==> src/design/rtas_regs.svh <==
`ifndef RTAS_REGS_SVH
`define RTAS_REGS_SVH

// ****************************************************************
// Clock and serial frame.
// ****************************************************************
`define RTAS_CLK_HZ 50000000
`define RTAS_SPI_BITS 16
`define RTAS_SCK_DIV 4

// ****************************************************************
// Filter IC programming addresses.
// ****************************************************************
`define RTAS_ADDR_DEV 8'h01
`define RTAS_ADDR_SUBFLT 8'h02
`define RTAS_ADDR_TXD 8'h03
`define RTAS_ADDR_PATH 8'h04
`define RTAS_ADDR_ATTEN 8'h05

// ****************************************************************
// Reset values.
// ****************************************************************
`define RTAS_ATTEN_RST 8'h00
`define RTAS_WORD_RST 16'h0000

// ****************************************************************
// Tone figures in hertz and strobe multipliers.
// ****************************************************************
`define RTAS_HG_SPLIT_HZ 1440
`define RTAS_MULT_SIX 6
`define RTAS_MULT_TWO 2
`define RTAS_LG0_HZ 697
`define RTAS_LG1_HZ 770
`define RTAS_LG2_HZ 852
`define RTAS_LG3_HZ 941
`define RTAS_HG0_HZ 1209
`define RTAS_HG1_HZ 1336
`define RTAS_HG2_HZ 1477
`define RTAS_ALERT_MIN_HZ 100
`define RTAS_ALERT_MAX_HZ 3000
`define RTAS_SAMP_MIN_HZ 1000
`define RTAS_SAMP_MAX_HZ 2000

`endif

==> src/design/rtas_pkg.sv <==
package rtas_pkg;

  typedef enum logic [1:0] {
    OPT_EXT_PTT = 2'b00,
    OPT_EXT_SPK = 2'b01,
    OPT_MAN_DOWN = 2'b10,
    OPT_NORMAL = 2'b11
  } rtas_opt_mode_t;

  typedef enum logic [1:0] {
    SUB_NONE = 2'b00,
    SUB_TONE = 2'b01,
    SUB_CODE = 2'b10
  } rtas_sub_t;

  typedef enum logic [1:0] {
    SEQ_IDLE = 2'b00,
    SEQ_SEND = 2'b01,
    SEQ_WAIT = 2'b10
  } rtas_seq_t;

  typedef enum logic [2:0] {
    JOB_DEV = 3'b000,
    JOB_FLT = 3'b001,
    JOB_TXD = 3'b010,
    JOB_PATH = 3'b011,
    JOB_ATTEN = 3'b100
  } rtas_job_t;

  typedef enum logic [1:0] {
    SP_IDLE = 2'b00,
    SP_LOW = 2'b01,
    SP_HIGH = 2'b10,
    SP_END = 2'b11
  } rtas_spi_st_t;

  // Half period in clock cycles of a strobe running at mult times freq_hz.
  function automatic int rtas_half(input int clk_hz, input int freq_hz, input int mult);
    return clk_hz / (2 * mult * freq_hz);
  endfunction

endpackage

==> src/design/rtas_spi_if.sv <==
`timescale 1ns/1ps
interface rtas_spi_if;
  logic start;
  logic [15:0] word;
  logic busy;
  logic done;
  modport ctrl (output start, output word, input busy, input done);
  modport spi (input start, input word, output busy, output done);
endinterface

==> src/design/rtas_spi.sv <==
`timescale 1ns/1ps
`include "rtas_regs.svh"
module rtas_spi #(
  parameter int SCK_DIV = `RTAS_SCK_DIV
) (
  input wire logic clk_i,     // System clock.
  input wire logic nrst_i,    // Asynchronous reset, active low.
  rtas_spi_if.spi bus,        // Word request from the sequencer.
  output logic spi_sck_o,     // Serial clock, idles low.
  output logic spi_mosi_o,    // Serial data, msb first.
  output logic spi_cs_n_o     // Filter IC select, active low.
);
  generate
    if (SCK_DIV < 1 || SCK_DIV > 255) begin : g_chk
      $error("rtas_spi: SCK_DIV out of range");
    end
  endgenerate

  localparam logic [7:0] DIV_LAST = 8'(SCK_DIV - 1);

  rtas_pkg::rtas_spi_st_t st_r, st_nxt;
  logic [7:0] div_r, div_nxt;
  logic [4:0] bit_r, bit_nxt;
  logic [15:0] sh_r, sh_nxt;
  logic sck_r, sck_nxt;
  logic cs_n_r, cs_n_nxt;
  logic done_r, done_nxt;
  logic tick;

  assign tick = (div_r == DIV_LAST);

  always_comb begin
    st_nxt = st_r;
    div_nxt = tick ? 8'h00 : 8'(div_r + 8'h01);
    bit_nxt = bit_r;
    sh_nxt = sh_r;
    sck_nxt = sck_r;
    cs_n_nxt = cs_n_r;
    done_nxt = 1'b0;
    unique case (st_r)
      rtas_pkg::SP_IDLE: begin
        div_nxt = 8'h00;
        if (bus.start) begin
          sh_nxt = bus.word;
          bit_nxt = 5'h00;
          cs_n_nxt = 1'b0;
          st_nxt = rtas_pkg::SP_LOW;
        end
      end
      rtas_pkg::SP_LOW: begin
        if (tick) begin
          sck_nxt = 1'b1;
          st_nxt = rtas_pkg::SP_HIGH;
        end
      end
      rtas_pkg::SP_HIGH: begin
        if (tick) begin
          sck_nxt = 1'b0;
          if (bit_r == 5'(`RTAS_SPI_BITS - 1)) begin
            st_nxt = rtas_pkg::SP_END;
          end else begin
            sh_nxt = {sh_r[14:0], 1'b0};
            bit_nxt = 5'(bit_r + 5'h01);
            st_nxt = rtas_pkg::SP_LOW;
          end
        end
      end
      rtas_pkg::SP_END: begin
        if (tick) begin
          cs_n_nxt = 1'b1;
          done_nxt = 1'b1;
          st_nxt = rtas_pkg::SP_IDLE;
        end
      end
    endcase
  end

  always_ff @(posedge clk_i or negedge nrst_i) begin
    if (!nrst_i) begin
      st_r <= rtas_pkg::SP_IDLE;
      div_r <= 8'h00;
      bit_r <= 5'h00;
      sh_r <= `RTAS_WORD_RST;
      sck_r <= 1'b0;
      cs_n_r <= 1'b1;
      done_r <= 1'b0;
    end else begin
      st_r <= st_nxt;
      div_r <= div_nxt;
      bit_r <= bit_nxt;
      sh_r <= sh_nxt;
      sck_r <= sck_nxt;
      cs_n_r <= cs_n_nxt;
      done_r <= done_nxt;
    end
  end

  assign bus.busy = (st_r != rtas_pkg::SP_IDLE);
  assign bus.done = done_r;
  assign spi_sck_o = sck_r;
  assign spi_mosi_o = sh_r[15];
  assign spi_cs_n_o = cs_n_r;
endmodule

==> src/design/rtas_ctrl.sv <==
`timescale 1ns/1ps
`include "rtas_regs.svh"
module rtas_ctrl #(
  parameter int DIV_W = 20,
  parameter int ALERT_HALF_MIN = rtas_pkg::rtas_half(`RTAS_CLK_HZ, `RTAS_ALERT_MAX_HZ, 1),
  parameter int ALERT_HALF_MAX = rtas_pkg::rtas_half(`RTAS_CLK_HZ, `RTAS_ALERT_MIN_HZ, 1),
  parameter int SAMP_HALF_MIN = rtas_pkg::rtas_half(`RTAS_CLK_HZ, `RTAS_SAMP_MAX_HZ, 1),
  parameter int SAMP_HALF_MAX = rtas_pkg::rtas_half(`RTAS_CLK_HZ, `RTAS_SAMP_MIN_HZ, 1),
  parameter int LG_HALF0 = rtas_pkg::rtas_half(`RTAS_CLK_HZ, `RTAS_LG0_HZ, `RTAS_MULT_SIX),
  parameter int LG_HALF1 = rtas_pkg::rtas_half(`RTAS_CLK_HZ, `RTAS_LG1_HZ, `RTAS_MULT_SIX),
  parameter int LG_HALF2 = rtas_pkg::rtas_half(`RTAS_CLK_HZ, `RTAS_LG2_HZ, `RTAS_MULT_SIX),
  parameter int LG_HALF3 = rtas_pkg::rtas_half(`RTAS_CLK_HZ, `RTAS_LG3_HZ, `RTAS_MULT_SIX),
  parameter int HG_HALF0 = rtas_pkg::rtas_half(`RTAS_CLK_HZ, `RTAS_HG0_HZ,
    (`RTAS_HG0_HZ < `RTAS_HG_SPLIT_HZ) ? `RTAS_MULT_SIX : `RTAS_MULT_TWO),
  parameter int HG_HALF1 = rtas_pkg::rtas_half(`RTAS_CLK_HZ, `RTAS_HG1_HZ,
    (`RTAS_HG1_HZ < `RTAS_HG_SPLIT_HZ) ? `RTAS_MULT_SIX : `RTAS_MULT_TWO),
  parameter int HG_HALF2 = rtas_pkg::rtas_half(`RTAS_CLK_HZ, `RTAS_HG2_HZ,
    (`RTAS_HG2_HZ < `RTAS_HG_SPLIT_HZ) ? `RTAS_MULT_SIX : `RTAS_MULT_TWO)
) (
  input wire logic clk_i,                     // System clock, 50 MHz.
  input wire logic nrst_i,                    // Asynchronous reset, active low.
  input wire logic sub_tone_en_i,             // Send sub-audible tone.
  input wire logic sub_code_en_i,             // Send sub-audible code.
  input wire logic [DIV_W-1:0] sub_half_i,    // Sub-audible strobe half period.
  input wire logic [7:0] dev_level_i,         // Low-speed deviation setting.
  input wire logic sub_decode_en_i,           // Decoding sub-audible data.
  input wire logic [DIV_W-1:0] samp_half_i,   // Sampling wave half period.
  input wire logic dtmf_en_i,                 // Send dialling tone pair.
  input wire logic [1:0] dtmf_low_idx_i,      // Low-group tone 0..3.
  input wire logic [1:0] dtmf_high_idx_i,     // High-group tone 0..2.
  input wire logic fast_data_en_i,            // Send fast data.
  input wire logic [DIV_W-1:0] baud_half_i,   // Baud strobe half period.
  input wire logic [5:0] txd_gain_i,          // Data filter and gain setting.
  input wire logic alert_ext_en_i,            // Play external alert tone.
  input wire logic alert_int_en_i,            // Play internal alert tone.
  input wire logic [DIV_W-1:0] alert_half_i,  // Alert strobe half period.
  input wire logic [7:0] alert_level_i,       // Attenuator value for alerts.
  input wire logic [7:0] volume_sense_in_i,   // Sampled volume voltage.
  input wire logic volume_valid_i,            // New volume sample, one cycle.
  input wire logic constant_volume_mode_i,    // Constant volume mode.
  input wire logic [7:0] cvc_level_i,         // Attenuator value in that mode.
  input wire logic [7:0] ext_fixed_level_i,   // Attenuator value for adapter.
  input wire logic vehicular_adapter_i,       // Vehicular adapter detected.
  input wire logic squelch_detect_i,          // Squelch detect pin.
  input wire logic option_line_a_i,           // Option select pin a.
  input wire logic option_line_b_i,           // Option select pin b.
  input wire logic fast_data_in_i,            // Limited fast data pin.
  input wire logic slow_data_in_i,            // Limited slow data pin.
  output logic fast_data_o,                   // Synchronised fast data.
  output logic slow_data_o,                   // Synchronised slow data.
  output logic subaudible_strobe_out_o,       // Sub-audible strobe or sampling.
  output logic high_group_strobe_out_o,       // High-group or baud strobe.
  output logic low_group_strobe_out_o,        // Low-group strobe.
  output logic alert_strobe_out_o,            // Alert strobe, same line as low.
  output logic amp_en_o,                      // Amplifier enable, active high.
  output logic ext_spk_sel_n_o,               // External speaker, active low.
  output rtas_pkg::rtas_opt_mode_t opt_mode_o,// Decoded option mode.
  output logic spi_sck_o,                     // Serial clock.
  output logic spi_mosi_o,                    // Serial data.
  output logic spi_cs_n_o                     // Filter IC select, active low.
);
  generate
    if (DIV_W < 18 || DIV_W > 31 || ALERT_HALF_MAX >= (1 << DIV_W) || SAMP_HALF_MIN < 1) begin : g_chk
      $error("rtas_ctrl: divider width cannot hold the tone counts");
    end
  endgenerate

  // ****************************************************************
  // Pin synchronisers and option decoding.
  // ****************************************************************
  logic [4:0] meta_r, sync_r;
  rtas_pkg::rtas_opt_mode_t opt_r, opt_nxt;
  logic [7:0] vol_r, vol_nxt;
  logic squelch_detect;

  always_comb begin
    opt_nxt = rtas_pkg::rtas_opt_mode_t'({sync_r[1], sync_r[2]});
    vol_nxt = volume_valid_i ? volume_sense_in_i : vol_r;
  end

  always_ff @(posedge clk_i or negedge nrst_i) begin
    if (!nrst_i) begin
      // Squelch detect resets to idle so that no false activity follows reset.
      meta_r <= 5'h1E;
      sync_r <= 5'h1E;
      opt_r <= rtas_pkg::OPT_NORMAL;
      vol_r <= `RTAS_ATTEN_RST;
    end else begin
      meta_r <= {slow_data_in_i, fast_data_in_i, option_line_b_i, option_line_a_i, squelch_detect_i};
      sync_r <= meta_r;
      opt_r <= opt_nxt;
      vol_r <= vol_nxt;
    end
  end

  assign squelch_detect = sync_r[0];
  assign fast_data_o = sync_r[3];
  assign slow_data_o = sync_r[4];
  assign opt_mode_o = opt_r;

  // ****************************************************************
  // Programming sequencer.
  // ****************************************************************
  rtas_spi_if spi_bus ();
  rtas_pkg::rtas_seq_t st_r, st_nxt;
  rtas_pkg::rtas_job_t job_r, job_nxt;
  rtas_pkg::rtas_sub_t sub_sel, sub_prog_r, sub_prog_nxt;
  logic [15:0] word_r, word_nxt;
  logic dev_done_r, dev_done_nxt;
  logic [1:0] txd_sel, txd_prog_r, txd_prog_nxt;
  logic [2:0] path_tgt, path_last_r, path_last_nxt;
  logic path_valid_r, path_valid_nxt;
  logic [7:0] atten_tgt, atten_last_r, atten_last_nxt;
  logic atten_valid_r, atten_valid_nxt;
  logic amp_r, amp_nxt;
  logic ext_r, ext_nxt;
  logic alert_on, audio_on, veh_rx, ext_want, path_ok, dtmf_run;

  assign sub_sel = sub_tone_en_i ? rtas_pkg::SUB_TONE :
                   (sub_code_en_i ? rtas_pkg::SUB_CODE : rtas_pkg::SUB_NONE);
  assign txd_sel = fast_data_en_i ? 2'b01 : (dtmf_en_i ? 2'b10 : 2'b00);
  assign alert_on = alert_ext_en_i | alert_int_en_i;
  assign audio_on = squelch_detect | alert_on;
  assign veh_rx = vehicular_adapter_i & squelch_detect;
  assign ext_want = (opt_r == rtas_pkg::OPT_EXT_SPK) | veh_rx;
  assign path_tgt = {ext_want, alert_on, squelch_detect};
  assign path_ok = path_valid_r & (path_last_r == path_tgt);
  assign atten_tgt = alert_on ? alert_level_i :
                     veh_rx ? ext_fixed_level_i :
                     constant_volume_mode_i ? cvc_level_i : vol_r;

  always_comb begin
    st_nxt = st_r;
    job_nxt = job_r;
    word_nxt = word_r;
    sub_prog_nxt = sub_prog_r;
    dev_done_nxt = dev_done_r;
    txd_prog_nxt = txd_prog_r;
    path_last_nxt = path_last_r;
    path_valid_nxt = path_valid_r;
    atten_last_nxt = atten_last_r;
    atten_valid_nxt = atten_valid_r;
    unique case (st_r)
      rtas_pkg::SEQ_IDLE: begin
        st_nxt = rtas_pkg::SEQ_SEND;
        if (sub_sel != rtas_pkg::SUB_NONE && sub_prog_r != sub_sel && !dev_done_r) begin
          job_nxt = rtas_pkg::JOB_DEV;
          word_nxt = {`RTAS_ADDR_DEV, dev_level_i};
        end else if (sub_sel != rtas_pkg::SUB_NONE && sub_prog_r != sub_sel) begin
          job_nxt = rtas_pkg::JOB_FLT;
          word_nxt = {`RTAS_ADDR_SUBFLT, 6'h00, sub_sel};
        end else if (txd_sel != 2'b00 && txd_prog_r != txd_sel) begin
          job_nxt = rtas_pkg::JOB_TXD;
          word_nxt = {`RTAS_ADDR_TXD, txd_gain_i, txd_sel};
        end else if (audio_on && !path_ok) begin
          job_nxt = rtas_pkg::JOB_PATH;
          word_nxt = {`RTAS_ADDR_PATH, 5'h00, path_tgt};
        end else if (audio_on && (!atten_valid_r || atten_last_r != atten_tgt)) begin
          job_nxt = rtas_pkg::JOB_ATTEN;
          word_nxt = {`RTAS_ADDR_ATTEN, atten_tgt};
        end else begin
          st_nxt = rtas_pkg::SEQ_IDLE;
        end
      end
      rtas_pkg::SEQ_SEND: begin
        st_nxt = rtas_pkg::SEQ_WAIT;
      end
      rtas_pkg::SEQ_WAIT: begin
        if (spi_bus.done) begin
          st_nxt = rtas_pkg::SEQ_IDLE;
          unique case (job_r)
            rtas_pkg::JOB_DEV: dev_done_nxt = 1'b1;
            rtas_pkg::JOB_FLT: sub_prog_nxt = rtas_pkg::rtas_sub_t'(word_r[1:0]);
            rtas_pkg::JOB_TXD: txd_prog_nxt = word_r[1:0];
            rtas_pkg::JOB_PATH: begin
              path_last_nxt = word_r[2:0];
              path_valid_nxt = 1'b1;
            end
            rtas_pkg::JOB_ATTEN: begin
              atten_last_nxt = word_r[7:0];
              atten_valid_nxt = 1'b1;
            end
            default: st_nxt = rtas_pkg::SEQ_IDLE;
          endcase
        end
      end
      default: st_nxt = rtas_pkg::SEQ_IDLE;
    endcase
    // Dropping a request forgets its programming so a restart sends it again.
    if (sub_sel == rtas_pkg::SUB_NONE) begin
      sub_prog_nxt = rtas_pkg::SUB_NONE;
      dev_done_nxt = 1'b0;
    end
    if (txd_sel == 2'b00) begin
      txd_prog_nxt = 2'b00;
    end
    if (!audio_on) begin
      path_valid_nxt = 1'b0;
      atten_valid_nxt = 1'b0;
    end
    amp_nxt = audio_on & path_ok & atten_valid_r & (amp_r | (atten_last_r == atten_tgt));
    ext_nxt = ext_want;
  end

  always_ff @(posedge clk_i or negedge nrst_i) begin
    if (!nrst_i) begin
      st_r <= rtas_pkg::SEQ_IDLE;
      job_r <= rtas_pkg::JOB_DEV;
      word_r <= `RTAS_WORD_RST;
      sub_prog_r <= rtas_pkg::SUB_NONE;
      dev_done_r <= 1'b0;
      txd_prog_r <= 2'b00;
      path_last_r <= 3'h0;
      path_valid_r <= 1'b0;
      atten_last_r <= `RTAS_ATTEN_RST;
      atten_valid_r <= 1'b0;
      amp_r <= 1'b0;
      ext_r <= 1'b0;
    end else begin
      st_r <= st_nxt;
      job_r <= job_nxt;
      word_r <= word_nxt;
      sub_prog_r <= sub_prog_nxt;
      dev_done_r <= dev_done_nxt;
      txd_prog_r <= txd_prog_nxt;
      path_last_r <= path_last_nxt;
      path_valid_r <= path_valid_nxt;
      atten_last_r <= atten_last_nxt;
      atten_valid_r <= atten_valid_nxt;
      amp_r <= amp_nxt;
      ext_r <= ext_nxt;
    end
  end

  assign spi_bus.start = (st_r == rtas_pkg::SEQ_SEND);
  assign spi_bus.word = word_r;
  assign amp_en_o = amp_r;
  assign ext_spk_sel_n_o = ~ext_r;

  rtas_spi u_spi (
    .clk_i(clk_i),
    .nrst_i(nrst_i),
    .bus(spi_bus),
    .spi_sck_o(spi_sck_o),
    .spi_mosi_o(spi_mosi_o),
    .spi_cs_n_o(spi_cs_n_o)
  );

  // ****************************************************************
  // Strobe generators: sub-audible, high group, low group.
  // ****************************************************************
  logic [DIV_W-1:0] half [3];
  logic [2:0] run;
  logic [2:0] lvl;
  logic [DIV_W-1:0] lg_half, hg_half, samp_c, alert_c;

  always_comb begin
    unique case (dtmf_low_idx_i)
      2'b00: lg_half = DIV_W'(LG_HALF0);
      2'b01: lg_half = DIV_W'(LG_HALF1);
      2'b10: lg_half = DIV_W'(LG_HALF2);
      2'b11: lg_half = DIV_W'(LG_HALF3);
    endcase
    unique case (dtmf_high_idx_i)
      2'b00: hg_half = DIV_W'(HG_HALF0);
      2'b01: hg_half = DIV_W'(HG_HALF1);
      default: hg_half = DIV_W'(HG_HALF2);
    endcase
    samp_c = (samp_half_i < DIV_W'(SAMP_HALF_MIN)) ? DIV_W'(SAMP_HALF_MIN) :
             (samp_half_i > DIV_W'(SAMP_HALF_MAX)) ? DIV_W'(SAMP_HALF_MAX) : samp_half_i;
    alert_c = (alert_half_i < DIV_W'(ALERT_HALF_MIN)) ? DIV_W'(ALERT_HALF_MIN) :
              (alert_half_i > DIV_W'(ALERT_HALF_MAX)) ? DIV_W'(ALERT_HALF_MAX) : alert_half_i;
  end

  assign dtmf_run = (txd_sel == 2'b10) && (txd_prog_r == 2'b10);
  assign run[0] = ((sub_sel != rtas_pkg::SUB_NONE) && (sub_prog_r == sub_sel)) |
                  ((sub_sel == rtas_pkg::SUB_NONE) && sub_decode_en_i);
  assign half[0] = (sub_sel != rtas_pkg::SUB_NONE) ? sub_half_i : samp_c;
  assign run[1] = ((txd_sel == 2'b01) && (txd_prog_r == 2'b01)) | dtmf_run;
  assign half[1] = (txd_sel == 2'b01) ? baud_half_i : hg_half;
  assign run[2] = dtmf_run | (alert_ext_en_i & path_ok);
  assign half[2] = dtmf_run ? lg_half : alert_c;

  for (genvar i = 0; i < 3; i++) begin : g_gen
    logic [DIV_W-1:0] cnt_r, cnt_nxt;
    logic lvl_r, lvl_nxt;
    always_comb begin
      cnt_nxt = DIV_W'(cnt_r + DIV_W'(1));
      lvl_nxt = lvl_r;
      if (!run[i]) begin
        cnt_nxt = '0;
        lvl_nxt = 1'b0;
      end else if (cnt_r >= DIV_W'(half[i] - DIV_W'(1))) begin
        cnt_nxt = '0;
        lvl_nxt = ~lvl_r;
      end
    end
    always_ff @(posedge clk_i or negedge nrst_i) begin
      if (!nrst_i) begin
        cnt_r <= '0;
        lvl_r <= 1'b0;
      end else begin
        cnt_r <= cnt_nxt;
        lvl_r <= lvl_nxt;
      end
    end
    assign lvl[i] = lvl_r;
  end

  assign subaudible_strobe_out_o = lvl[0];
  assign high_group_strobe_out_o = lvl[1];
  assign low_group_strobe_out_o = lvl[2];
  assign alert_strobe_out_o = lvl[2];
endmodule

==> config.mk <==
export PLATFORM = sky130hd
export DESIGN_NAME = rtas_ctrl
export DESIGN_NICKNAME = d
export VERILOG_FILES = /design/src/design/rtas_pkg.sv /design/src/design/rtas_spi_if.sv /design/src/design/rtas_spi.sv /design/src/design/rtas_ctrl.sv
export VERILOG_INCLUDE_DIRS = /design/src /design/src/design
export SDC_FILE = /design/constraint.sdc
export NUM_CORES = 1
export LEC_CHECK = 0
export ABC_CLOCK_PERIOD_IN_PS = 4600
export BUFFER_PORTS_ARGS = -buffer_cell sky130_fd_sc_hd__buf_4
export CAP_MARGIN = 20
export CELL_PAD_IN_SITES_DETAIL_PLACEMENT = 1
export CELL_PAD_IN_SITES_GLOBAL_PLACEMENT = 1
export CORE_ASPECT_RATIO = 1.75
export CORE_MARGIN = 5
export CORE_UTILIZATION = 44
export DETAILED_ROUTE_END_ITERATION = 10
export PLACE_DENSITY_LB_ADDON = 0.1
export SYNTH_ARGS = -nofsm -noshare
export SYNTH_HDL_FRONTEND = slang
export SYNTH_SLANG_ARGS = --single-unit
==> constraint.sdc <==
create_clock -name clk_i -period 4.6 [get_ports clk_i]
set_input_delay 0.23 -clock clk_i [delete_from_list [all_inputs] [get_ports clk_i]]
set_output_delay 0.23 -clock clk_i [all_outputs]
set_load 0.05 [all_outputs]
[After elaboration in Yosys (flattened, before gate mapping)]
Cells that the tools add are included.
Widths: inputs -> output; s select.
Storage, ports and cells
  logic and storage cells: 233
  output and inout port bits: 13
  input port bits: 147
  register bits after elaboration: 158
Operators by class
  multiplexer cells: 88
  magnitude comparators: 7
  $add $sub $neg: 8
  reduce and logical (&&, ||, !) cells: 45
  eq/ne operators: 39
  bitwise gates (word level): 17
Operators by type and width (number)
  $mux 20: 13
  $mux 16: 8
  $pmux 20 s4: 1
  $add 20x1->20 const B: 3
  $ge 20x20->1: 3
  $sub 20x1->20 const B: 3
  $lt 20x14->1 const B: 2
  $mux 8: 5
  $mux 2: 18
  $pmux 16 s2: 1
  $mux 1: 28
  $pmux 14 s2: 1
  $reduce_and 3->1: 9
  $reduce_bool 2->1: 12
  $ne 2x1->1 const B: 11
  $gt 20x15->1 const B: 1
  $gt 20x18->1 const B: 1
  $mux 3: 5
  $mux 5: 3
  $eq 2x1->1 const B: 7
  $eq 2x2->1 const B: 7
  $logic_not 2->1: 6
  $pmux 5 s2: 1
  $logic_and 1x1->1: 9
  25 further kinds: 46

[Depth between registers and ports, before layout]
Gate-level depths: netlist of run 1.
  depth after elaboration: 12
  gate-level depth with buffers: 23
  mapped depth without buffers: 21

[Cells and area by module]
A second synthesis of run 1 with hierarchy kept.
Second synthesis, totals
  cell total of the unflattened synthesis: 1222
  area total of the unflattened synthesis: 10877.9 µm²
Modules (own cells, without submodules)
  rtas_ctrl: seq. area each 2990.4 µm², times used 1, area an instance 9212.6 µm², cells an instance 1064
  rtas_spi: seq. area each 852.1 µm², times used 1, area an instance 1665.3 µm², cells an instance 158

[Least setup slack after synthesis of run 1]
OpenSTA, ideal clock, no wires.
  kind: reg-to-reg
  start point: reg txd_prog_r[0]
  end point: reg g_gen[2].cnt_r[11]
  arrival time: 4.077 ns
  setup time: 0.132 ns
  buffers on the path: 4
  slack: 0.391 ns
  cell stages (with the launch flop): 20
  data required time: 4.468 ns
  period minus slack after synthesis: 4.209 ns
  path through: dfrtp_1 -> nand2b_1 -> or3b_2 -> clkbuf_1 -> clkbuf_1 -> o31ai_1 -> ha_1 -> and4b_1 -> a31oi_1 -> nand4bb_1 -> clkbuf_1 -> nor4_1 -> o31ai_1 -> ha_1 -> nand4_1 -> a211oi_1 -> a21oi_1 -> o21ai_0 -> clkbuf_1 -> nor2_1
On the way
  longest elaborated chain between the ends: 7
  elaborated cells between the ends (all ways): 8
  those cells by class: add/sub: 1; order compare: 1; eq/ne: 1; mux: 3; bitwise: 1; reduce/logical: 1
RTL lines
  start: declaration: RTL line rtas_ctrl.sv:110  | logic [1:0] txd_sel, txd_prog_r, txd_prog_nxt;
  start signal: assignment: RTL line rtas_ctrl.sv:225  | txd_prog_r <= txd_prog_nxt;
  $eq 2x2->1 *: RTL line rtas_ctrl.sv:275  | assign dtmf_run = (txd_sel == 2'b10) && (txd_prog_r == 2'b10);
  $logic_and 1x1->1 *: RTL line rtas_ctrl.sv:275
  $mux 20: RTL line rtas_ctrl.sv:282  | assign half[2] = dtmf_run ? lg_half : alert_c;
  $sub 20x1->20: RTL line rtas_ctrl.sv:293  | end else if (cnt_r >= DIV_W'(half[i] - DIV_W'(1))) begin
  $ge 20x20->1: RTL line rtas_ctrl.sv:293
  $mux 20: RTL line rtas_ctrl.sv:293
  $mux 20 *: RTL line rtas_ctrl.sv:290  | if (!run[i]) begin
  named net g_gen[2].cnt_nxt[11]: RTL line rtas_ctrl.sv:285  | logic [DIV_W-1:0] cnt_r, cnt_nxt;
  end signal: assignment: RTL line rtas_ctrl.sv:303  | cnt_r <= cnt_nxt;
  end: declaration: RTL line rtas_ctrl.sv:285
The timed path passes the listed nets; every way through them passes the cells marked *.
A chain may end at the register's enable or synchronous reset.

[Worst setup path in the final report of run 1]
  start point: reg txd_prog_r[0]
  end point: reg g_gen[2].cnt_r[3]
Same word-level chain as after synthesis.

==> results.cfg, run 1 <==
[run_status]
status = finished, final reports clean

[timing]
tightest_slew_ns = 0.8747
finalHoldViolCount = 0
skew_ns = 0.007697
slew-limit-headroom_pct = 41.69
slew_viol_final = 0
finalSetupViolCount = 0
post-route-period-util_pct = 92.96
fin_tns_setup_ns = 0
grt_setup_unrepaired = false
fmax_mhz = 233.8
min_period_ns = 4.276

[global_routing]
grt_max_degree = 62
grt_pass1_vias = 10620
grt_usage_pct = 23.31
antenna_found_initial = 0
gr-total-overflow = 0
grt_pass1_wl_um = 52210

[layout]
final_nets = 1601
final_util_pct = 54.44
diodes = 0
syn_to_final_growth_pct = 21.56
drive_gt1_share_pct = 21.75

[setup_path]
crit_path_start_kind = flip-flop
worstPathRequired_ns = 4.96
crit_path_end_kind = flip-flop
worstSetupPathType = flip-flop to flip-flop
cp_max_fo = 20
arrival_ns = 4.64

[synthesis]
synth_seq_cells = 153
yosysTopAreaCellShare_pct = 33.03
yosysWarnings = 0
async_flop_share_pct = 100.0
synth.largest_area_cell = dfrtp_1
ys_seq_area_share_pct = 35.71
synth_cells = 1200
synth_enable_flop_cells = 0
yosysUniqueCellTypes = 85
synth_area_um2 = 10760
ys.flop_type = dfrtp_1
synth_area_per_cell_um2 = 8.966
yosys-top-cells-area = dfrtp_1 33%, ha_1 8.6%, xor2_1 5.4%

[flow_run]
drv_cap = 0

[route]
ant_nets = 0
viasPerCell = 5.647
drt_pre_antenna_iters = 4
drt_wl_total_um = 31740
remaining_drc_errors = 0
drt_iter0_drc = 249
avgRoutedWirePerCell_um = 18.66
num_vias = 9605

[cts]
cts_made_buffers = 17
clk_latency_ns = 0.44
tritoncts = built
clk_pin_slew_ns = 0.07
clock_sinks = 153
cts_max_level = 4
clockBufferDepth = 2
cts_root_buf = clkbuf_16
cts_setup_buffers = 0

[place]
place_hpwl_um = 25590
port_buffers = 159
place.gp.congestion = 0.9601

[floorplan]
ios = 160
die_x_um = 128.2
die_y_um = 216.9
core_area_um2 = 24020
die_area_um2 = 27800
start_util_pct = 44.79
num_rows = 75

[power]
peakVddDrop_v = 0.0002424
power.total_w = 0.003959
leakagePower_nw = 6.192
p_per_area_nw_per_um2 = 302.7

[hold_path]
hold_class = input pin to flip-flop
## cell families (layout without fill, tap and decap cells)
family / count (synthesis) / in the layout / synth area share, %
compound gates: 232 / 232 / 14.50
xor+xnor: 110 / 110 / 8.954
fa+ha+maj: 74 / 74 / 8.606
buf+inv: 76 / 268 / 2.954
flops: 153 / 153 / 35.71
mux: 59 / 59 / 5.849
other cells: 1 / 2 / 0.03485
simple gates: 495 / 495 / 23.39
## per-layer routing
| layer | vias to the layer above | share of wire, % | GRT usage [%] |
|---|---|---|---|
| met3 | 70 | 3.2 | 3.091 |
| met4 | 0 | 4.1 | 11.30 |
| met5 | - | 0 | 0 |
| li1 | 4635 | - | - |
| met1 | 4723 | 38 | 24.52 |
| met2 | 177 | 55 | 44.43 |
## cell usage in the layout, fill, tap and decap left out, types with 17 or more instances in the layout
cell	instances
xnor2_1	44
nand2_1	118
inv_1	35
nor3_1	23
a21o_1	34
nor2_1	148
buf_4	194
clkbuf_16	17
nand4_1	18
ha_1	74
dfrtp_1	142
and3_1	23
a21oi_1	40
mux2_2	30
mux2i_1	28
xor2_1	66
o21ai_0	66
nand3_1	49
## final timing paths
check / slack [ns] / cells past startpoint / endpoint / from
worst max register to register: 0.32 / 17 / g_gen[2].cnt_r[3] / txd_prog_r[0]
min in group asynchronous: 0.31 / 2 / u_spi.sh_r[13] / nrst_i
worst min-delay path: 0.02 / 2 / vol_r[0] / volume_sense_in_i[0]
worst max-delay path: 0.32 / 17 / g_gen[2].cnt_r[3] / txd_prog_r[0]
worst min register to register: 0.35 / 0 / sync_r[0] / meta_r[0]
max in group asynchronous: 3.09 / 3 / g_gen[0].cnt_r[9] / nrst_i
## state kept, by name, summed over array words and instances, names as in the netlist, 2 cells and up
signal and flops:
txd_prog_r 2, u_spi.div_r 8, path_last_r 3, u_spi.bit_r 5, st_r 2, u_spi.st_r 2, meta_r 5, spi_bus.word 11
vol_r 8, u_spi.sh_r 16, g_gen.cnt_r 60, opt_mode_o 2, job_r 3, sub_prog_r 2, sync_r 5, atten_last_r 8
## synth_stat cells, drive strengths merged, types with 4 or more instances
cell and number:
or4 5, and4 5, a222oi 4, clkbuf 31, o22ai 6, a22oi 6, mux2i 28, buf 10
nand2 118, o21ai 70, nand3b 9, and2 12, nor2 150, nor3b 5, xor2 66, nand2b 11
nand3 49, a31oi 6, or3 7, nand4 18, o211ai 10, or2 11, nor2b 13, dfrtp 142
inv 35, ha 74, a21oi 41, dfstp 11, o21a 5, nor4 16, a21o 34, nor3 24
nand4b 7, xnor2 44, o31ai 6, a211oi 12, mux2 31, and3 23
## timing repair
action / in CTS / in global routing
gates resized for setup: 0 / 2
hold endpoints to repair: 56 / 0
setup endpoints to repair: 0 / 21
hold buffers: 6 / 0
## area by class of cell
| type | instances | area [µm²] |
|---|---|---|
| clock buffer | 20 | 456.7 |
| clock inverter | 12 | 107.6 |
| fill | 2864 | 10940 |
| inverter | 35 | 131.4 |
| multi-input combinational | 972 | 6628 |
| sequential | 153 | 3842 |
| tap | 308 | 385.4 |
| timing repair buffer | 201 | 1528 |
## power by group
group	switching [W]	internal, W
logic	0.000527	0.000423
clock network	0.000607	0.000736
registers	0.000153	0.00151
total	0.00129	0.00267
## metrics by stage
step                instances  setup WS (ns)  area (µm²)  hold WS, ns
floorplan                1201         0.3911       10760     -0.06559
global placement         1663         0.1098       12440       0.2217
detailed placement       1663      -0.006003       12440       0.2227
CTS                      1701        0.09186       13060     0.006360
global route             1701       0.006340       13080      0.02361
finish                   1701         0.3237       13080      0.02449
## worst max-delay path, stage by stage (launching register included)
cell and delay, ns:
dfrtp_1 0.42, nand2b_1 0.21, or3b_2 0.49, o31ai_1 0.31
ha_1 0.25, and4b_1 0.19, a31oi_1 0.11, nand4bb_4 0.30
o31a_1 0.34, o31ai_1 0.22, ha_1 0.29, a21o_1 0.16
a21oi_1 0.14, o21ai_0 0.10, a21oi_1 0.19, o21ai_1 0.11
buf_4 0.22, nor2_1 0.14
(Power assumes the default switching activity.)
==> inputs of run 2 (changes only) <==
SETUP_SLACK_MARGIN = 0.4   (was default)
==> run 2 against run 1 <==
Cell count unchanged. Final area up 1.1%. Utilization up 0.59 points. Maximum frequency up 3.2%. Largest power group unchanged.
==> results.cfg, run 2 (same netlist as run 1, synthesis figures left out) <==
[global_routing]
antenna_found_initial = 0
gr-total-overflow = 0
grt_max_degree = 59
grt_usage_pct = 23.25
grt_pass1_vias = 10520
grt_pass1_wl_um = 51950

[layout]
layout_common_cells = 191 x buf_4, 147 x nor2_1, 142 x dfrtp_1
n_fill_cell = 2893
largest_register = g_gen.cnt_r
multi_input_area_um2 = 6756
largest_reg_flops = 60
final_nets = 1601
stdcell_area_um2 = 13220
seqCellArea_um2 = 3842
syn_to_final_growth_pct = 22.89
mostFrequentLayoutCell = buf_4
drive_gt1_share_pct = 23.04
final_cells = 1701
diodes = 0

[power]
clkPwrFrac_pct = 34.2
power.net_switching_w = 0.001306
seqPwrFrac_pct = 42.0
p_int_w = 0.002692
power_frac_comb_pct = 23.9
peakVddDrop_v = 0.0002131
switching_share_pct = 32.66
p_per_area_nw_per_um2 = 302.4
leakagePower_nw = 6.251

[flow_run]
drv_cap = 0

[cts]
tritoncts = built
clock_sinks = 153
cts_max_level = 4
clockBufferDepth = 2
clk_pin_slew_ns = 0.06
cts_made_buffers = 17
cts_root_buf = clkbuf_16
clk_latency_ns = 0.43

[place]
place_hpwl_um = 25180
place.gp.congestion = 0.9586
port_buffers = 159
placed_area_um2 = 12400
dp.cells = 1657

[setup_path]
arrival_ns = 4.46
path_buf_inv = 1
crit_family = simple AND/OR/NAND/NOR gates
cp_max_fo = 7
crit_path_start_kind = flip-flop
r2r_slack_ns = 0.45
crit_path_max_incr_delay_ns = 0.41
worstSetupPathType = flip-flop to flip-flop
worstPathRequired_ns = 4.91
crit_path_end_kind = flip-flop
crit_chain = nand2b_4, or3b_4, o31ai_4, ha_2, and4b_1, a31oi_2, nand4bb_1, buf_4, nor4_1, o31ai_2, ha_1, nand4_1, a211oi_2, a21oi_2, o21ai_2, mux2_2
critPathSlowestCell = or3b_4

[hold_path]
hold_class = input pin to flip-flop

[timing]
min_period_ns = 4.146
tightest_slew_ns = 0.8589
grt_setup_unrepaired = false
slew-limit-headroom_pct = 42.74
fmax_mhz = 241.2
finalSetupViolCount = 0
post-route-period-util_pct = 90.12
slew_viol_final = 0
skew_ns = 0.009731
finalHoldViolCount = 0

[floorplan]
die_y_um = 216.9
die_x_um = 128.2
start_util_pct = 44.79
num_rows = 75
die_area_um2 = 27800
ios = 160
core_area_um2 = 24020

[route]
remaining_drc_errors = 0
num_vias = 9582
drt_iter0_drc = 294
ant_nets = 0
drt_pre_antenna_iters = 4
drt_wl_total_um = 32060
viasPerCell = 5.633
avgRoutedWirePerCell_um = 18.85

[run_status]
status = finished, final reports clean
run 2: cell count changes in the layout (fill, tap and decap cells not counted), sizes merged:
cell	delta
bufinv	+1
clkbuf	-1
clkinvlp	-1
inv	+1
run 2: power by group through the flow:
stage	Sequential (W)	Clock (W)	Combinational [W]
3_3_place_gp	0.00169	0	0.000911
5_1_grt	0.00170	0.00146	0.00107
6_report	0.00168	0.00137	0.000954
4_1_cts	0.00168	0.00141	0.000960
2_1_floorplan	0.00165	0	0.000603
3_5_place_dp	0.00170	0	0.000942
run 2: area by class of cell:
type,instances,share of cell area (%)
Timing Repair Buffer,201,11.64
Clock buffer,19,3.274
Inverter,35,0.9937
Sequential cell,153,29.06
Multi-Input combinational cell,972,51.10
Tap cell,308,2.915
Clock inverter,13,1.013
run 2: per-stage QoR:
stage / utilization, % / TNS (ns) / worst slack, ns / total power, W / hold slack [ns]
after detailed placement: 51.61 / -6.262 / -0.2182 / 0.002643 / 0.2376
final: 55.04 / 0 / 0.4544 / 0.003998 / 0.03089
after CTS: 54.42 / 0 / 0.4016 / 0.004045 / 0.001829
after floorplan: - / 0 / 0.4205 / 0.002254 / -0.06559
after global placement: 51.61 / 0 / 0.05020 / 0.002603 / 0.2357
after global routing: 55.04 / 0 / 0.3053 / 0.004234 / 0.008440
run 2: what timing repair did:
| action | in CTS | in global routing |
|---|---|---|
| endpoints found under the setup margin | 42 | 42 |
| endpoints found under the hold margin | 60 | 0 |
| hold buffers | 6 | 0 |
| pin swaps | 3 | 6 |
| resized for setup | 9 | 25 |
| setup buffers | 1 | 4 |
| gates cloned | 0 | 1 |
run 2: routing by layer:
metal / vias to the layer above / GRT usage, % / share of wire [%]
li1: 4634 / - / -
met1: 4728 / 24.43 / 38
met2: 163 / 44.97 / 56
met3: 57 / 3.165 / 2.5
met4: 0 / 9.880 / 3.5
met5: - / 0 / 0
run 2: final timing paths:
path	startpoint	to	depth (start not counted)
worst max register to register	txd_prog_r[0]	alert_strobe_out_o	16
min in group asynchronous	nrst_i	u_spi.sh_r[15]	2
worst min-delay path	volume_sense_in_i[6]	vol_r[6]	2
max in group asynchronous	nrst_i	g_gen[1].cnt_r[19]	3
worst max-delay path	txd_prog_r[0]	alert_strobe_out_o	16
worst min register to register	meta_r[0]	sync_r[0]	0
==> inputs of run 3 (changes only) <==
ABC_AREA = 1   (was default)
CAP_MARGIN = 15   (was 20)
CORE_UTILIZATION = 43   (was 44)
==> run 3 against run 2 <==
Worst setup slack improved by 0.45 ns. Routed wire length fell by 0.86%. Worst hold slack better by 0.0010 ns. Sequential cell count unchanged. Final area rose by 2.5%. Clock skew about the same. Cell count rose by 20%.
==> results.cfg, run 3 <==
[setup_path]
r2r_slack_ns = 0.90
arrival_ns = 4.06
crit_path_end_kind = flip-flop
crit_path_max_incr_delay_ns = 0.34
worstPathRequired_ns = 4.96
crit_path_start_kind = flip-flop
cp_max_fo = 12
path_buf_inv = 4
critPathSlowestCell = dfrtp_1
worstSetupPathType = flip-flop to flip-flop
crit_family = simple AND/OR/NAND/NOR gates
crit_chain = inv_1, nand3_1, inv_1, a21oi_2, o21ai_0, nand2_1, ha_1, nand4_1, nor2_4, nand2_1, xor2_1, ha_1, nand4_1, inv_1, o21ai_0, o211ai_1, nand2_1, nand3_1, a21oi_1, nand2_2, buf_4, nor2_1

[layout]
largest_reg_flops = 60
final_nets = 1923
n_fill_cell = 3336
layout_common_cells = 335 x nand2_1, 199 x inv_1, 177 x nor2_1
largest_register = g_gen.cnt_r
syn_to_final_growth_pct = 19.03
drive_gt1_share_pct = 19.07
final_util_pct = 52.01
mostFrequentLayoutCell = nand2_1
diodes = 0
seqCellArea_um2 = 3842
multi_input_area_um2 = 6566

[floorplan]
die_x_um = 133
ios = 160
core_area_um2 = 26060
start_util_pct = 43.69
die_area_um2 = 29960
die_y_um = 225.3
num_rows = 78

[synthesis]
async_flop_share_pct = 100.0
yosys-top-cells-area = dfrtp_1 31%, nand2_1 11%, ha_1 8.1%
ys.flop_type = dfrtp_1
yosysUniqueCellTypes = 57
ys_seq_area_share_pct = 33.75
synth_seq_cells = 153
synth_cells = 1536
yosysWarnings = 0
synth_area_per_cell_um2 = 7.412
synth.largest_area_cell = dfrtp_1
yosysTopAreaCellShare_pct = 31.21
synth_area_um2 = 11380
synth.most_common_cell = nand2_1
synthTopCellsByCount = 336 x nand2_1, 199 x inv_1, 178 x nor2_1
synth_enable_flop_cells = 0

[timing]
slew-limit-headroom_pct = 36.19
slew_viol_final = 0
fin_tns_setup_ns = 0
finalHoldViolCount = 0
post-route-period-util_pct = 80.44
tightest_slew_ns = 0.9562
fmax_mhz = 270.3
min_period_ns = 3.700
grt_setup_unrepaired = false
skew_ns = 0.01022
finalSetupViolCount = 0
finalWorstSetupSlack_ns = 0.8998
whs_ns = 0.03190

[cts]
clock_sinks = 153
cts_setup_buffers = 0
clockBufferDepth = 2
clk_pin_slew_ns = 0.06
clk_latency_ns = 0.43
tritoncts = built
cts_max_level = 4
cts_made_buffers = 17
cts_root_buf = clkbuf_16

[route]
drt_wl_total_um = 31780
wl_met2_um = 18650
wl_met1_um = 11510
routed.top_layer = met4
dr_wl_met3_um = 885
ant_nets = 0
avgRoutedWirePerCell_um = 15.62
drt_iter0_drc = 273
num_vias = 10650
viasPerCell = 5.234
drt_pre_antenna_iters = 4
remaining_drc_errors = 0

[global_routing]
antenna_found_initial = 0
grt_pass1_vias = 11620
gr-total-overflow = 0
grt_usage_pct = 21.81
grt_pass1_wl_um = 53630
grt_max_degree = 63

[place]
place.gp.congestion = 0.8269
place_hpwl_um = 25870
place_ws_ns = 0.4343
port_buffers = 159

[run_status]
status = finished, final reports clean

[flow_run]
drv_cap = 0

[power]
power.total_w = 0.004036
p_per_area_nw_per_um2 = 297.9
leakagePower_nw = 6.652
peakVddDrop_v = 0.0002631

[hold_path]
hold_class = input pin to flip-flop
[run 3: logic make-up (layout without fill, tap and decap cells)]
family          after synthesis  count (layout)  synth area share, %
xor+xnor                     83              83                6.451
flops                       153             153                33.75
compound gates              195             195                10.20
buf+inv                     243             421                8.649
mux                          10              10               0.9782
simple gates                777             777                31.81
fa+ha+maj                    74              74                8.133
other cells                   1               2              0.03294
[run 3: path summary, 6_finish.rpt]
path                       cells after the start                 start                 end
setup / recovery                              22         txd_prog_r[0]  g_gen[2].cnt_r[12]
hold / removal                                 2  volume_sense_in_i[1]            vol_r[1]
setup reg to reg                              22         txd_prog_r[0]  g_gen[2].cnt_r[12]
hold reg to reg                                0             meta_r[0]           sync_r[0]
max in group asynchronous                      3                nrst_i  g_gen[2].cnt_r[13]
min in group asynchronous                      2                nrst_i            vol_r[6]
[run 3: repair_timing]
action                                 in CTS  in global routing
hold buffers                                7                  0
setup endpoints to repair                   0                 13
endpoints found under the hold margin      60                  0
gates resized for setup                     0                  1
[run 3: stage by stage]
stage          std cells  area [µm²]
6_report            2035       13550
5_1_grt             2035       13550
4_1_cts             2035       13550
3_5_place_dp        1996       12880
3_3_place_gp        1996       12880
2_1_floorplan       1537       11390
[run 3: layer usage]
metal,vias to the layer above,GRT usage (%)
li1,5307,-
met1,5147,21.16
met2,149,45.63
met3,48,3.217
met4,0,7.047
met5,-,0
[run 3: area by class of cell]
cell class | count | share of cell area, %
sequential | 153 | 28.35
timing repair buffer | 174 | 9.796
clock inverter | 14 | 1.191
inverter | 215 | 6.011
tap | 320 | 2.954
clock buffer | 18 | 3.241
multi-input combinational | 1141 | 48.45
[run 3: report_power, final]
| part | switching, W | internal [W] |
|---|---|---|
| Combinational | 0.000632 | 0.000355 |
| Sequential | 0.000112 | 0.00151 |
| Clock | 0.000598 | 0.000825 |
